===== src/pkg/fpmac_regs.svh =====
// Purpose: Register offsets, reset values, limits and timing in milliseconds.
// Assumes: 100 MHz system clock, APB with 32-bit data.
// Notes: Included by the design module.
//
// How it works
// - Mode press steps five main modes.
// - Press in last mode wraps to first.
// - Mode saved to storage, restored at power-up.
// - Thirty seconds idle dims the display.
// - Two minutes idle scrolls the call sign.
// - Power-level mode shows power and return loss.
// - Direct mode shows rear power, no return loss.
// - Vector mode shows reactance as magnitude.
// - Six alarm set-points selected cyclically.
// - User set-point shows programmed threshold.
// - Held alarm button steps every half second.
// - Alarm tap snoozes one minute, retap restarts.
// - Optional averaged SWR while snoozed.
// - Peak button cycles average, peak, tune.
// - Indicator char W, w or T.
// - Tune mode uses 0.25 s hold.
// - Peak bargraph fixed 13 dB span.
// - Transmit band identified, its trim applied.
// - Master trim times band fine trim.
// - Calibration kept unless data program chosen.
// - Peak hold 0.25 to 5 s, default 2.
// - Bargraph span 3 to 12 dB, default 12.
// - User alarm threshold 1.0 to 5.0.
`ifndef FPMAC_REGS_SVH
`define FPMAC_REGS_SVH

// ----------------------------------------
// Register offsets (byte addresses).
// ----------------------------------------
`define FPMAC_OFS_CTRL 12'h000
`define FPMAC_OFS_STATUS 12'h004
`define FPMAC_OFS_SETUP 12'h008
`define FPMAC_OFS_TRIM 12'h00C
`define FPMAC_OFS_BAND 12'h010
`define FPMAC_OFS_NVMODE 12'h014

// ----------------------------------------
// Reset values and limits (alarm in tenths, hold in centiseconds, span in dB, trims in 0.001).
// ----------------------------------------
`define FPMAC_TRIM_UNITY 11'h3E8
`define FPMAC_TRIM_MIN 11'h36B
`define FPMAC_TRIM_MAX 11'h465
`define FPMAC_HOLD_MIN_CS 9'h019
`define FPMAC_HOLD_MAX_CS 9'h1F4
`define FPMAC_HOLD_DEF_CS 9'h0C8
`define FPMAC_TUNE_HOLD_CS 9'h019
`define FPMAC_SPAN_MIN_DB 4'h3
`define FPMAC_SPAN_MAX_DB 4'hC
`define FPMAC_PEAK_SPAN_DB 4'hD
`define FPMAC_UALM_MIN 6'h0A
`define FPMAC_UALM_MAX 6'h32
`define FPMAC_UALM_DEF 6'h1E
`define FPMAC_NUM_BANDS 11
`define FPMAC_CAL_KEY 16'hCA1D

// ----------------------------------------
// Timing, as printed, in milliseconds; clock in hertz.
// ----------------------------------------
`define FPMAC_CLK_HZ 100000000
`define FPMAC_DEBOUNCE_MS 20
`define FPMAC_HOLD_MS 500
`define FPMAC_REPEAT_MS 500
`define FPMAC_DIM_MS 30000
`define FPMAC_SCROLL_MS 120000
`define FPMAC_SNOOZE_MS 60000

`endif


===== src/pkg/fpmac_pkg.sv =====
// Purpose: Types shared by the front-panel control block.
// Assumes: Nothing beyond the constants header.
// Notes: Enumerations use one-hot codes.
package fpmac_pkg;
    // Main display modes.
    typedef enum logic [4:0] {
        MODE_NORMAL = 5'h01,
        MODE_VECTOR = 5'h02,
        MODE_POWER = 5'h04,
        MODE_DIRECT = 5'h08,
        MODE_PAR = 5'h10
    } fpmac_mode_t;
    // Numeric power display styles.
    typedef enum logic [2:0] {
        PWR_AVG = 3'h1,
        PWR_PEAK = 3'h2,
        PWR_TUNE = 3'h4
    } fpmac_pwr_t;
    // Button press classifier states.
    typedef enum logic [2:0] {
        BTN_IDLE = 3'h1,
        BTN_DOWN = 3'h2,
        BTN_HELD = 3'h4
    } fpmac_btn_t;
endpackage : fpmac_pkg


===== src/hw/fpmac_top.sv =====
// Purpose: Front-panel mode, screen saver, SWR alarm, power display and trim control.
// Assumes: Buttons active high and asynchronous; APB slave with zero wait states.
// Notes: Non-volatile storage sits outside, reached through ports.
`include "fpmac_regs.svh"

module fpmac_top #(
    parameter longint DIM_CYC = (`FPMAC_DIM_MS / 1000) * `FPMAC_CLK_HZ, // Dim delay.
    parameter longint SCROLL_CYC = (`FPMAC_SCROLL_MS / 1000) * `FPMAC_CLK_HZ, // Scroll delay.
    parameter longint SNOOZE_CYC = (`FPMAC_SNOOZE_MS / 1000) * `FPMAC_CLK_HZ, // Snooze span.
    parameter int HOLD_CYC = `FPMAC_HOLD_MS * (`FPMAC_CLK_HZ / 1000), // Tap versus hold.
    parameter int REPEAT_CYC = `FPMAC_REPEAT_MS * (`FPMAC_CLK_HZ / 1000), // Hold repeat.
    parameter int DEB_CYC = `FPMAC_DEBOUNCE_MS * (`FPMAC_CLK_HZ / 1000) // Debounce time.
) (
    input wire logic clk_sys, // System clock.
    input wire logic rst_n, // Async reset.
    input wire logic psel, // APB select.
    input wire logic penable, // APB enable.
    input wire logic pwrite, // APB direction.
    input wire logic [11:0] paddr, // APB byte address.
    input wire logic [31:0] pwdata, // APB write data.
    output logic [31:0] prdata, // APB read data.
    output logic pready, // APB ready.
    output logic pslverr, // APB error.
    input wire logic btnMode, // Mode button.
    input wire logic btnAlarm, // Alarm button.
    input wire logic btnPeak, // Peak/average/tune button.
    input wire logic txActive, // Transmitting.
    input wire logic [3:0] txBand, // Band index.
    input wire logic [2:0] nvMode, // Stored mode index.
    input wire logic nvValid, // Stored index valid.
    output logic [2:0] nvModeWr, // Mode index to store.
    output logic nvModeWe, // Store strobe, one cycle.
    output logic [4:0] dispMode, // One-hot main display mode.
    output logic showReturnLoss, // Return loss shown.
    output logic rearInputSel, // Rear input used.
    output logic reactAbs, // Reactance magnitude.
    output logic dimDisplay, // First screen-saver step.
    output logic scrollCall, // Second screen-saver step.
    output logic [2:0] alarmSel, // Set-point index 0 off to 5 user.
    output logic [5:0] alarmThresh, // Active threshold in tenths, 0 when off.
    output logic showUserValue, // User value shown.
    output logic alarmSnoozed, // Alarm suppressed.
    output logic swrAverage, // Show averaged SWR.
    output logic [2:0] pwrStyle, // One-hot average, peak, tune.
    output logic [7:0] pwrSuffix, // Power suffix char.
    output logic [8:0] peakHoldCs, // Peak hold, cs.
    output logic [3:0] barSpanDb, // Active bargraph span in dB.
    output logic [3:0] bandShown, // Band shown.
    output logic [10:0] masterTrim, // Master trim.
    output logic [10:0] bandTrim // Band fine trim.
);

    // ----------------------------------------
    // Parameter checks.
    // ----------------------------------------
    initial begin
        if (DEB_CYC < 1 || HOLD_CYC <= DEB_CYC || DIM_CYC >= SCROLL_CYC || SNOOZE_CYC < 1) begin
            $error("fpmac_top: unusable timing parameters.");
        end
    end

    // ----------------------------------------
    // Button synchronising, debounce and press classification.
    // ----------------------------------------
    logic [2:0] btnRaw; // Raw buttons, bit 0 mode, 1 alarm, 2 peak.
    logic [2:0] btnTap; // Short tap released, one cycle.
    logic [2:0] btnStep; // Hold or repeat step, one cycle.
    assign btnRaw = {btnPeak, btnAlarm, btnMode};

    genvar gi;
    generate
        for (gi = 0; gi < 3; gi++) begin : gBtn
            logic syncA_q; // First synchroniser stage.
            logic syncB_q; // Second synchroniser stage.
            logic stable_q; // Debounced level.
            logic [31:0] debCnt_q; // Debounce counter.
            logic [31:0] pressCnt_q; // Press length counter.
            fpmac_pkg::fpmac_btn_t st_q; // Classifier state.
            wire diff = syncB_q != stable_q; // Level differs.
            wire pressLong = pressCnt_q >= 32'(HOLD_CYC - 1); // Hold threshold met.
            wire repDue = pressCnt_q >= 32'(REPEAT_CYC - 1); // Repeat due.
            // Debounce: accept a level once steady long enough.
            always_ff @(posedge clk_sys or negedge rst_n) begin
                if (!rst_n) begin
                    syncA_q <= 1'b0;
                    syncB_q <= 1'b0;
                    stable_q <= 1'b0;
                    debCnt_q <= '0;
                end else begin
                    syncA_q <= btnRaw[gi];
                    syncB_q <= syncA_q;
                    debCnt_q <= diff ? debCnt_q + 32'h1 : '0;
                    if (diff && debCnt_q >= 32'(DEB_CYC - 1)) begin
                        stable_q <= syncB_q;
                    end
                end
            end
            // Classify: nothing acts until the press is known short or long.
            always_ff @(posedge clk_sys or negedge rst_n) begin
                if (!rst_n) begin
                    st_q <= fpmac_pkg::BTN_IDLE;
                    pressCnt_q <= '0;
                end else begin
                    case (st_q)
                        fpmac_pkg::BTN_IDLE: begin
                            pressCnt_q <= '0;
                            if (stable_q) st_q <= fpmac_pkg::BTN_DOWN;
                        end
                        fpmac_pkg::BTN_DOWN: begin
                            pressCnt_q <= pressCnt_q + 32'h1;
                            if (!stable_q) begin
                                st_q <= fpmac_pkg::BTN_IDLE; // Tap.
                            end else if (pressLong) begin
                                st_q <= fpmac_pkg::BTN_HELD;
                                pressCnt_q <= '0;
                            end
                        end
                        fpmac_pkg::BTN_HELD: begin
                            pressCnt_q <= repDue ? '0 : pressCnt_q + 32'h1;
                            if (!stable_q) st_q <= fpmac_pkg::BTN_IDLE;
                        end
                        default: st_q <= fpmac_pkg::BTN_IDLE;
                    endcase
                end
            end
            assign btnTap[gi] = (st_q == fpmac_pkg::BTN_DOWN) && !stable_q;
            assign btnStep[gi] = stable_q && (((st_q == fpmac_pkg::BTN_DOWN) && pressLong)
                                 || ((st_q == fpmac_pkg::BTN_HELD) && repDue));
        end
    endgenerate

    // ----------------------------------------
    // APB decode.
    // ----------------------------------------
    logic [31:0] ctrl_q; // Bit 0 average-during-snooze.
    logic [8:0] holdCfg_q; // Configured peak hold in centiseconds.
    logic [3:0] spanCfg_q; // Configured bargraph span in dB.
    logic [5:0] userAlm_q; // User SWR threshold in tenths.
    logic [10:0] master_q; // Master trim.
    logic [10:0] fine_q [`FPMAC_NUM_BANDS]; // Per-band fine trims.
    logic [3:0] bandSel_q; // Band whose trim is reached over APB.
    logic calUnlock_q; // Data-area programming chosen.
    wire apbWr = psel && penable && pwrite; // Write takes effect.
    wire selCtrl = paddr == `FPMAC_OFS_CTRL;
    wire selStat = paddr == `FPMAC_OFS_STATUS;
    wire selSetup = paddr == `FPMAC_OFS_SETUP;
    wire selTrim = paddr == `FPMAC_OFS_TRIM;
    wire selBand = paddr == `FPMAC_OFS_BAND;
    wire selNv = paddr == `FPMAC_OFS_NVMODE;
    wire mapped = selCtrl | selStat | selSetup | selTrim | selBand | selNv;
    wire [8:0] holdIn = pwdata[8:0]; // Proposed hold.
    wire [3:0] spanIn = pwdata[19:16]; // Proposed span.
    wire [5:0] ualmIn = pwdata[29:24]; // Proposed user threshold.
    wire [10:0] trimIn = pwdata[10:0]; // Proposed trim.
    wire holdOk = holdIn >= `FPMAC_HOLD_MIN_CS && holdIn <= `FPMAC_HOLD_MAX_CS;
    wire spanOk = spanIn >= `FPMAC_SPAN_MIN_DB && spanIn <= `FPMAC_SPAN_MAX_DB;
    wire ualmOk = ualmIn >= `FPMAC_UALM_MIN && ualmIn <= `FPMAC_UALM_MAX;
    wire trimOk = trimIn >= `FPMAC_TRIM_MIN && trimIn <= `FPMAC_TRIM_MAX;
    wire bandOk = bandSel_q < 4'(`FPMAC_NUM_BANDS);
    wire calWr = apbWr && calUnlock_q && trimOk;
    assign pready = 1'b1;
    assign pslverr = psel && penable && !mapped;

    // Configuration; out-of-range setup fields are ignored.
    always_ff @(posedge clk_sys or negedge rst_n) begin
        if (!rst_n) begin
            ctrl_q <= '0;
            holdCfg_q <= `FPMAC_HOLD_DEF_CS;
            spanCfg_q <= `FPMAC_SPAN_MAX_DB;
            userAlm_q <= `FPMAC_UALM_DEF;
            bandSel_q <= '0;
            calUnlock_q <= 1'b0;
        end else if (apbWr) begin
            if (selCtrl) ctrl_q <= {15'h0000, pwdata[31:16] == `FPMAC_CAL_KEY, 15'h0000, pwdata[0]};
            if (selCtrl) calUnlock_q <= pwdata[31:16] == `FPMAC_CAL_KEY;
            if (selSetup && holdOk) holdCfg_q <= holdIn;
            if (selSetup && spanOk) spanCfg_q <= spanIn;
            if (selSetup && ualmOk) userAlm_q <= ualmIn;
            if (selBand) bandSel_q <= pwdata[3:0];
        end
    end

    // Calibration store: written only while unlocked.
    always_ff @(posedge clk_sys or negedge rst_n) begin
        if (!rst_n) begin
            master_q <= `FPMAC_TRIM_UNITY;
            for (int i = 0; i < `FPMAC_NUM_BANDS; i++) fine_q[i] <= `FPMAC_TRIM_UNITY;
        end else if (calWr) begin
            if (selTrim && !pwdata[16]) master_q <= trimIn;
            if (selTrim && pwdata[16] && bandOk) fine_q[bandSel_q] <= trimIn;
        end
    end

    // ----------------------------------------
    // Mode selection and persistence.
    // ----------------------------------------
    logic [2:0] modeIdx_q; // Main mode index 0 to 4.
    logic restored_q; // Stored mode has been checked.
    logic nvWe_q; // Store strobe.
    wire [2:0] modeNext = (modeIdx_q == 3'h4) ? 3'h0 : modeIdx_q + 3'h1;
    always_ff @(posedge clk_sys or negedge rst_n) begin
        if (!rst_n) begin
            modeIdx_q <= 3'h0;
            restored_q <= 1'b0;
            nvWe_q <= 1'b0;
        end else begin
            nvWe_q <= 1'b0;
            if (!restored_q) begin
                restored_q <= 1'b1;
                if (nvValid && nvMode <= 3'h4) modeIdx_q <= nvMode;
            end else if (btnTap[0]) begin
                modeIdx_q <= modeNext;
                nvWe_q <= 1'b1;
            end
        end
    end
    assign nvModeWr = modeIdx_q;
    assign nvModeWe = nvWe_q;
    assign dispMode = 5'(5'h01 << modeIdx_q);
    assign showReturnLoss = dispMode != fpmac_pkg::MODE_DIRECT;
    assign rearInputSel = dispMode == fpmac_pkg::MODE_DIRECT;
    assign reactAbs = 1'b1;

    // ----------------------------------------
    // Screen saver.
    // ----------------------------------------
    logic [39:0] idleCnt_q; // Cycles since last activity.
    wire activity = (|btnRaw) | txActive;
    always_ff @(posedge clk_sys or negedge rst_n) begin
        if (!rst_n) begin
            idleCnt_q <= '0;
        end else if (activity) begin
            idleCnt_q <= '0;
        end else if (idleCnt_q < 40'(SCROLL_CYC)) begin
            idleCnt_q <= idleCnt_q + 40'h1;
        end
    end
    assign dimDisplay = idleCnt_q >= 40'(DIM_CYC);
    assign scrollCall = idleCnt_q >= 40'(SCROLL_CYC);

    // ----------------------------------------
    // SWR alarm set-point and snooze.
    // ----------------------------------------
    logic [2:0] almIdx_q; // Set-point index.
    logic [39:0] snzCnt_q; // Snooze cycles remaining.
    always_ff @(posedge clk_sys or negedge rst_n) begin
        if (!rst_n) begin
            almIdx_q <= 3'h0;
            snzCnt_q <= '0;
        end else begin
            if (btnStep[1]) almIdx_q <= (almIdx_q == 3'h5) ? 3'h0 : almIdx_q + 3'h1;
            if (btnTap[1]) begin
                snzCnt_q <= 40'(SNOOZE_CYC);
            end else if (snzCnt_q != '0) begin
                snzCnt_q <= snzCnt_q - 40'h1;
            end
        end
    end
    logic [5:0] almVal; // Threshold in tenths for the selection.
    always_comb begin
        case (almIdx_q)
            3'h1: almVal = 6'h0F;
            3'h2: almVal = 6'h14;
            3'h3: almVal = 6'h19;
            3'h4: almVal = 6'h1E;
            3'h5: almVal = userAlm_q;
            default: almVal = 6'h00;
        endcase
    end
    assign alarmSel = almIdx_q;
    assign alarmThresh = almVal;
    assign showUserValue = almIdx_q == 3'h5;
    assign alarmSnoozed = snzCnt_q != '0;
    assign swrAverage = ctrl_q[0] && alarmSnoozed;

    // ----------------------------------------
    // Power display style.
    // ----------------------------------------
    fpmac_pkg::fpmac_pwr_t pwr_q; // Current style.
    always_ff @(posedge clk_sys or negedge rst_n) begin
        if (!rst_n) begin
            pwr_q <= fpmac_pkg::PWR_AVG;
        end else if (btnTap[2]) begin
            case (pwr_q)
                fpmac_pkg::PWR_AVG: pwr_q <= fpmac_pkg::PWR_PEAK;
                fpmac_pkg::PWR_PEAK: pwr_q <= fpmac_pkg::PWR_TUNE;
                default: pwr_q <= fpmac_pkg::PWR_AVG;
            endcase
        end
    end
    wire isPeak = pwr_q == fpmac_pkg::PWR_PEAK;
    wire isTune = pwr_q == fpmac_pkg::PWR_TUNE;
    assign pwrStyle = pwr_q;
    assign pwrSuffix = isPeak ? 8'h57 : (isTune ? 8'h54 : 8'h77);
    assign peakHoldCs = isTune ? `FPMAC_TUNE_HOLD_CS : holdCfg_q;
    assign barSpanDb = isPeak ? `FPMAC_PEAK_SPAN_DB : spanCfg_q;

    // ----------------------------------------
    // Band tracking and trim application.
    // ----------------------------------------
    logic [3:0] band_q; // Last transmit band.
    always_ff @(posedge clk_sys or negedge rst_n) begin
        if (!rst_n) begin
            band_q <= '0;
        end else if (txActive && txBand < 4'(`FPMAC_NUM_BANDS)) begin
            band_q <= txBand;
        end
    end
    assign bandShown = band_q;
    assign masterTrim = master_q;
    assign bandTrim = fine_q[band_q];

    // ----------------------------------------
    // Read mux.
    // ----------------------------------------
    wire [31:0] statWord = {11'h000, band_q, pwr_q, almIdx_q, alarmSnoozed, scrollCall,
                            dimDisplay, 4'h0, modeIdx_q, 1'b0};
    wire [31:0] rdMux = selCtrl ? ctrl_q :
                        selStat ? statWord :
                        selSetup ? {2'b00, userAlm_q, 4'h0, spanCfg_q, 7'h00, holdCfg_q} :
                        selTrim ? {21'h000000, master_q} :
                        selBand ? {5'h00, bandOk ? fine_q[bandSel_q] : 11'h000, 12'h000, bandSel_q} :
                        selNv ? {29'h00000000, modeIdx_q} : 32'h00000000;
    assign prdata = (psel && !pwrite) ? rdMux : 32'h00000000;

endmodule : fpmac_top


===== config.mk =====
export PLATFORM = sky130hd
export DESIGN_NAME = fpmac_top
export DESIGN_NICKNAME = d
export VERILOG_FILES = /design/src/pkg/fpmac_pkg.sv /design/src/hw/fpmac_top.sv
export VERILOG_INCLUDE_DIRS = /design/src /design/src/pkg
export SDC_FILE = /design/constraint.sdc
export NUM_CORES = 1
export LEC_CHECK = 0
export ABC_AREA = 1
export BUFFER_PORTS_ARGS = -buffer_cell sky130_fd_sc_hd__buf_2
export CAP_MARGIN = 10
export CELL_PAD_IN_SITES_DETAIL_PLACEMENT = 0
export CELL_PAD_IN_SITES_GLOBAL_PLACEMENT = 1
export CORE_UTILIZATION = 30
export DETAILED_ROUTE_END_ITERATION = 10
export PLACE_DENSITY = 0.69
export SLEW_MARGIN = 20
export SYNTH_ARGS = -nofsm -noshare
export SYNTH_HDL_FRONTEND = slang
export SYNTH_SLANG_ARGS = --single-unit

===== constraint.sdc =====
create_clock -name clk_sys -period 1.6 [get_ports clk_sys]
set_input_delay 0.16 -clock clk_sys [delete_from_list [all_inputs] [get_ports clk_sys]]
set_output_delay 0.16 -clock clk_sys [all_outputs]
set_load 0.01 [all_outputs]

==> results of run 1 <==
[final cells by class]
cell class | instances | area share (%)
Sequential cell | 462 | 26.24
Timing Repair Buffer | 1098 | 21.99
Tap cell | 1243 | 3.494
Multi-Input combinational cell | 3013 | 39.54
Clock inverter | 26 | 0.9839
Clock buffer | 80 | 3.784
Inverter | 452 | 3.964
[per-layer routing]
layer | GRT usage (%) | up-vias | share of wire, %
li1 | - | 15236 | -
met1 | 28.95 | 14648 | 44
met2 | 36.25 | 824 | 46
met3 | 3.869 | 250 | 5.9
met4 | 7.648 | 0 | 3.8
met5 | 0 | - | 0
[cells in the final DEF, fill, tap and decap left out, types with 76 or more instances in the layout]
master	Yosys	routed
buf_2	18	120
a21oi_2	0	78
nand2_1	1130	881
nand4_1	94	94
nor2_1	508	405
dfstp_2	85	85
o21ai_0	226	133
nand3_2	2	105
xor2_1	96	95
buf_4	21	721
inv_1	438	393
buf_6	16	110
a21oi_1	160	76
dfrtp_1	377	367
nand3_1	377	255
nor3_1	139	108
nand2_2	11	205
[sequential cells by signal, indices dropped and copies added, names as in the netlist]
name             count
nvModeWe             1
restored_q           1
userAlm_q            6
spanCfg_q            4
bandShown            4
gBtn.stable_q        3
fine_q             121
holdCfg_q            9
gBtn.syncA_q         3
gBtn.syncB_q         3
snzCnt_q            40
gBtn.st_q            9
ctrl_q               1
idleCnt_q           40
masterTrim          11
alarmSel             3
pwrStyle             3
calUnlock_q          1
bandSel_q            4
gBtn.debCnt_q       96
gBtn.pressCnt_q     96
nvModeWr             3
[what timing repair did]
| item | in CTS | in global routing |
|---|---|---|
| gates cloned | 21 | 20 |
| hold buffers | 34 | 0 |
| endpoints found under the hold margin | 442 | 0 |
| pin swaps | 151 | 231 |
| endpoints found under the setup margin | 396 | 464 |
| resized for setup | 506 | 704 |
| setup buffers | 90 | 68 |
[path summary, 6_finish.rpt]
kind | start | end | slack (ns)
worst max-delay path | bandSel_q[1] | prdata[18] | -0.97
worst max register to register | bandSel_q[0] | fine_q[49] | -0.47
worst min register to register | gBtn[2].syncA_q | gBtn[2].syncB_q | 0.35
min in group asynchronous | rst_n | gBtn[0].debCnt_q[11] | 0.14
max in group asynchronous | rst_n | gBtn[1].pressCnt_q[13] | 0.76
worst min-delay path | pwdata[3] | fine_q[113] | 0.04
[worst max-delay path, stage by stage (launching register included)]
cell and delay [ns]:
dfrtp_2 0.43, buf_12 0.14, nor2_4 0.14, buf_12 0.14, buf_8 0.13, nand2_1 0.05
o21ai_1 0.11, o21ai_2 0.13, nand3_2 0.10, a21oi_1 0.06, nor2_1 0.16, buf_2 0.16
[cell families (layout without fill, tap and decap cells)]
| kind of cell | Yosys count | in the layout | synth area share [%] |
|---|---|---|---|
| other cells | 2 | 10 | 0.02668 |
| flops | 462 | 462 | 41.45 |
| buf+inv | 594 | 1656 | 8.708 |
| fa+ha+maj | 16 | 16 | 0.7112 |
| xor+xnor | 120 | 120 | 3.734 |
| simple gates | 2340 | 2349 | 35.35 |
| compound gates | 518 | 518 | 10.02 |
[per-stage QoR]
| stage | power (mW) | std cells | util [%] | setup TNS (ns) |
|---|---|---|---|---|
| final | 29.60 | 6374 | 48.19 | -106.61 |
| after global routing | 30.58 | 6374 | 48.19 | -146.65 |
| after CTS | 29.62 | 6315 | 45.03 | -118.04 |
| after detailed placement | 14.23 | 6069 | 39.10 | -90.53 |
| after global placement | 14.23 | 6069 | 39.10 | -85.12 |
| after floorplan | 12.85 | 4060 | - | -0.6126 |
[power groups by stage]
stage,logic [mW],clock network [mW],registers [mW]
detailed placement,2.20,0,12.0
global route,3.32,15.4,11.8
global placement,2.20,0,12.0
CTS,2.84,15.0,11.8
finish,3.12,14.6,11.8
floorplan,0.818,0,12.0
==> flow_summary_export.csv, run 1 <==
group,metric,value,unit
clocking,clkSinkCount,462,
logic_synthesis,avgSynthCellArea,6.946,sq um
clocking,root_buffer,"clkbuf_16",
clocking,clock_latency,0.64,ns
run_status,violations,"negative setup slack",
logic_synthesis,ys_seq_area_share,41.45,%
run_status,status,"finished, violations left",
placement,pre_cts_ws,-0.7014,ns
pwr,p_seq_share,40.0,%
timing,finalClockSkew,0.02676,ns
pwr,power.internal,22.18,mW
global_route,antenna_found_initial,0,
timing,min_period_over_period,160.6,%
critical_path,crit_required,1.44,ns
min_path,min_path_cells,4,
global_route,grt_use_total,22.03,%
logic_synthesis,synthTopCellsByCount,"nand2_1, nor2_1, inv_1",
die,die_h,308.3,microns
die,die_area,95050,sq um
placement,dpl.hpwl,77290,microns
cells_and_area,ff_latch_area,11680,sq um
logic_synthesis,syn_inst,4052,
timing,max-slew-margin-rel,62.64,%
clocking,numCtsBuffers,56,
die,die_w,308.3,microns
logic_synthesis,netlist.area_leader.share,33.52,%
detailed_routing,drt-total-wl,108800,microns
detailed_routing,via_per_inst,4.857,
critical_path,setup.worst_path.class,"register to output pin",
clocking,cts_tree,"built",
detailed_routing,drtIter0Drc,2142,
cells_and_area,drive_gt1_share,40.17,%
pwr,ir_worst_vdd,0.7553,mV
die,rows,111,
timing,setup_viol,377,
logic_synthesis,synth_area,28150,sq um
logic_synthesis,yosysMostFrequentCell,"nand2_1",
logic_synthesis,ys.flop_type,"dfrtp_1",
placement,place_area,36110,sq um
timing,hold_slack,0.04046,ns
critical_path,worstPathArrival,2.41,ns
critical_path,endpoint_kind,"output pin",
critical_path,critical_path.startpoint_type,"register",
die,start_util,30.48,%
timing,rsz0062_at_grt,"yes",
timing,finalHoldViolations,0,
detailed_routing,drt-pass1-iter-count,6,
logic_synthesis,synth_edf_count,0,
timing,worst_slack,-0.9700,ns
detailed_routing,drc,0,
logic_synthesis,ys_types,49,
cells_and_area,multi_input_area,17600,sq um
detailed_routing,ant_nets,0,
placement,place.gp.congestion,0.9518,
logic_synthesis,ys_seq_elements,462,
pwr,combinationalPowerShare,10.6,%
pwr,power.switching,7.423,mW
pwr,p_leak,20.52,nW
timing,clock.fmax,389.1,MHz
cells_and_area,stdcell_area,44510,sq um
cells_and_area,antenna_cells,0,
logic_synthesis,yosysWarnings,0,
placement,port_buffers,156,
cells_and_area,area_growth,58.13,%
clocking,clockBufferDepth,3,
critical_path,rr_worst_depth,13,
cells_and_area,num-fill-cells,9043,
timing,tightest_slew,0.5561,ns
logic_synthesis,synth_top_cell_by_area,"dfrtp_1",
clocking,clk_pin_slew,0.06,ns
cells_and_area,final_nets,5160,
detailed_routing,avgRoutedWirePerCell,17.06,microns
logic_synthesis,synth-async-reset-ratio,100.0,%
pwr,power_density,665.0,nW/um^2
critical_path,crit_fanout,6,
pwr,power_frac_clock,49.5,%
global_route,grt_pass1_vias,30191,
global_route,grt_pass1_wl,166100,microns
timing,slew_viol_final,0,
pwr,sw_frac_of_total,25.08,%
timing,layout_min_cycle_time,2.570,ns
min_path,hold_path.class,"primary input to register",
clocking,cts_htree_levels,2,
die,io_pins,171,
run,maxCapViolCount,0,
detailed_routing,vias,30958,
die,core-area,92360,sq um
global_route,gr-total-overflow,0,
logic_synthesis,yosys-top-cells-area,"dfrtp_1, nand2_1, dfstp_2, nor2_1, nand3_1",
global_route,grt_max_degree,48,
No activity file was read; power rests on OpenSTA's default activity.
==> inputs of run 2 (changes only) <==
--- a/config.mk
+++ b/config.mk
@@ -13,5 +13,5 @@
 export CELL_PAD_IN_SITES_GLOBAL_PLACEMENT = 1
-export CORE_UTILIZATION = 30
+export CORE_UTILIZATION = 41
 export DETAILED_ROUTE_END_ITERATION = 10
-export PLACE_DENSITY = 0.69
+export PLACE_DENSITY = 0.87
 export SLEW_MARGIN = 20
==> constraint.sdc (replaced) <==
create_clock -name clk_sys -period 1.6 [get_ports clk_sys]
set_input_delay 0.32 -clock clk_sys [delete_from_list [all_inputs] [get_ports clk_sys]]
set_output_delay 0.32 -clock clk_sys [all_outputs]
set_load 0.01 [all_outputs]
==> run 2 against run 1 <==
  * The run still ends with negative setup slack left
  * Register-to-register slack lost 0.12 ns
  * Clock-buffer cell count shrank 5
  * First-iteration DRC count grew 10%
  * Largest power group unchanged
==> flow_summary_export.csv, run 2 (synthesis results as in run 1) <==
group,metric,value,unit
detailed_routing,drtIter0Drc,2360,
die,core-area,67510,sq um
cells_and_area,drive_gt1_share,31.45,%
global_route,gr-total-overflow,0,
timing,layout_min_cycle_time,2.775,ns
clocking,clkSinkCount,462,
die,io_pins,171,
timing,rsz0062_at_grt,"yes",
die,rows,95,
critical_path,crit_chain,"buf_12 -> nor2_4 -> buf_12 -> nand2_1 -> o21ai_1 -> o21ai_1 -> nand3_1 -> a21oi_1 -> nor2_1 -> buf_4 -> buf_6",
run,maxCapViolCount,0,
cells_and_area,final_nets,5049,
clocking,numCtsBuffers,55,
timing,finalHoldViolations,0,
cells_and_area,top_regs,"fine_q x121, gBtn.debCnt_q x96, gBtn.pressCnt_q x96",
critical_path,crit_required,1.28,ns
min_path,min_path_cells,5,
timing,tightest_slew,0.5780,ns
timing,clock.fmax,360.3,MHz
pwr,ir_worst_vdd,0.8064,mV
pwr,power,27.49,mW
run_status,status,"finished, violations left",
critical_path,cpMaxStageDelayCell,"dfrtp_2",
critical_path,critical_path.startpoint_type,"register",
detailed_routing,vias,30880,
detailed_routing,drt-pass1-iter-count,5,
timing,worst_slack,-1.175,ns
min_path,hold_path.class,"primary input to register",
run_status,violations,"negative setup slack",
die,die_w,264.0,microns
die,start_util,41.69,%
critical_path,worstPathArrival,2.46,ns
cells_and_area,mostFrequentLayoutCells,"nand2_1, buf_4, nor2_1, inv_1, dfrtp_1",
critical_path,rrSetupSlack,-0.59,ns
placement,port_buffers,156,
cells_and_area,registers.top_by_ff_count,"fine_q",
detailed_routing,drc,0,
timing,finalClockSkew,0.02545,ns
critical_path,max_stage_delay,0.49,ns
timing,max-slew-margin-rel,61.21,%
clocking,cts_htree_levels,2,
global_route,antenna_found_initial,0,
die,die_h,264.0,microns
timing,min_period_over_period,173.5,%
placement,place.gp.congestion,0.9438,
global_route,grt_use_total,27.63,%
clocking,clock_latency,0.62,ns
cells_and_area,mostFrequentLayoutCell,"nand2_1",
cells_and_area,area_growth,45.67,%
clocking,clockBufferDepth,3,
critical_path,setup.worst_path.class,"register to output pin",
critical_path,endpoint_kind,"output pin",
global_route,grt_pass1_vias,30088,
cells_and_area,largest_reg_flops,121,
critical_path,crit_fanout,11,
placement,dpl.hpwl,70990,microns
global_route,grt_pass1_wl,157000,microns
clocking,root_buffer,"clkbuf_16",
pwr,power_density,670.4,nW/um^2
detailed_routing,avgRoutedWirePerCell,16.77,microns
die,die_area,69700,sq um
critical_path,rr_worst_depth,14,
timing,setup_viol,396,
clocking,clk_pin_slew,0.06,ns
timing,fin_setup_tns,-119.94,ns
timing,slew_viol_final,0,
pwr,p_leak,19.68,nW
global_route,grt_max_degree,62,
clocking,cts_tree,"built",
cells_and_area,antenna_cells,0,
detailed_routing,ant_nets,0,
detailed_routing,via_per_inst,5.242,
detailed_routing,drt-total-wl,98800,microns
## run 2: cell count changes in the layout (fill, tap and decap cells not counted), sizes merged, moves of 6 or more
cell | before | now
bufinv | 11 | 4
buf | 1049 | 967
dlygate4sd3 | 34 | 18
clkbuf | 95 | 84
inv | 446 | 452
clkinv | 14 | 20
nand2 | 1150 | 1141
## run 2: layout make-up
type | count | area, sq um
fill | 5977 | 26510
multi-input combinational | 3004 | 15780
sequential | 462 | 11680
timing repair buffer | 997 | 8818
inverter | 452 | 1788
clock buffer | 75 | 1572
tap | 873 | 1092
clock inverter | 28 | 269.0
## run 2: where the power goes
| group | switching (mW) | leakage (nW) | internal, mW |
|---|---|---|---|
| sequential | 0.102 | 6.09 | 11.8 |
| combinational | 1.59 | 12.7 | 1.16 |
| clock | 5.35 | 0.912 | 7.52 |
## run 2: final timing paths
| check | to | from |
|---|---|---|
| max | prdata[17] | bandSel_q[0] |
| min | nvModeWr[0] | nvMode[0] |
| max reg2reg | snzCnt_q[22] | snzCnt_q[9] |
| min reg2reg | gBtn[0].syncB_q | gBtn[0].syncA_q |
| max in group asynchronous | gBtn[0].debCnt_q[29] | rst_n |
| min in group asynchronous | gBtn[0].pressCnt_q[8] | rst_n |
## run 2: repair_timing
| action | 4_1_cts | 5_1_grt |
|---|---|---|
| setup endpoints to repair | 394 | 465 |
| cloned | 12 | 14 |
| endpoints found under the hold margin | 293 | 0 |
| buffers inserted | 82 | 43 |
| resized for setup | 322 | 264 |
| hold buffers | 18 | 0 |
| pin swaps | 108 | 102 |
## run 2: critical path, delay by kind of cell, from the launching register on
| kind | cells | cell delay, ns |
|---|---|---|
| buffers and inverters | 4 | 0.58 |
| and+or+nand+nor | 4 | 0.50 |
| DFF | 1 | 0.49 |
| AOI/OAI and AO/OA | 3 | 0.25 |
## run 2: through the flow
step                      area [sq um]  hold slack, ns  util (%)  worst slack [ns]  cells
final                            41000         0.06861     60.73            -1.175   5891
after global routing             41000         0.09656     60.73            -1.243   5891
after CTS                        39620         0.02356     58.69            -1.160   5853
after detailed placement         35510          0.2395     52.60           -0.6491   5640
after global placement           35510          0.2398     52.60           -0.6594   5640
after floorplan                  28760         0.02441         -          -0.05655   4060
## run 2: per-layer routing
layer | global-route usage, % | up-vias | share of wire, %
met5 | 0 | - | 0
met4 | 9.507 | 0 | 3.5
met3 | 3.617 | 225 | 6.2
met2 | 46.32 | 973 | 48
met1 | 36.63 | 14688 | 43
li1 | - | 14994 | -
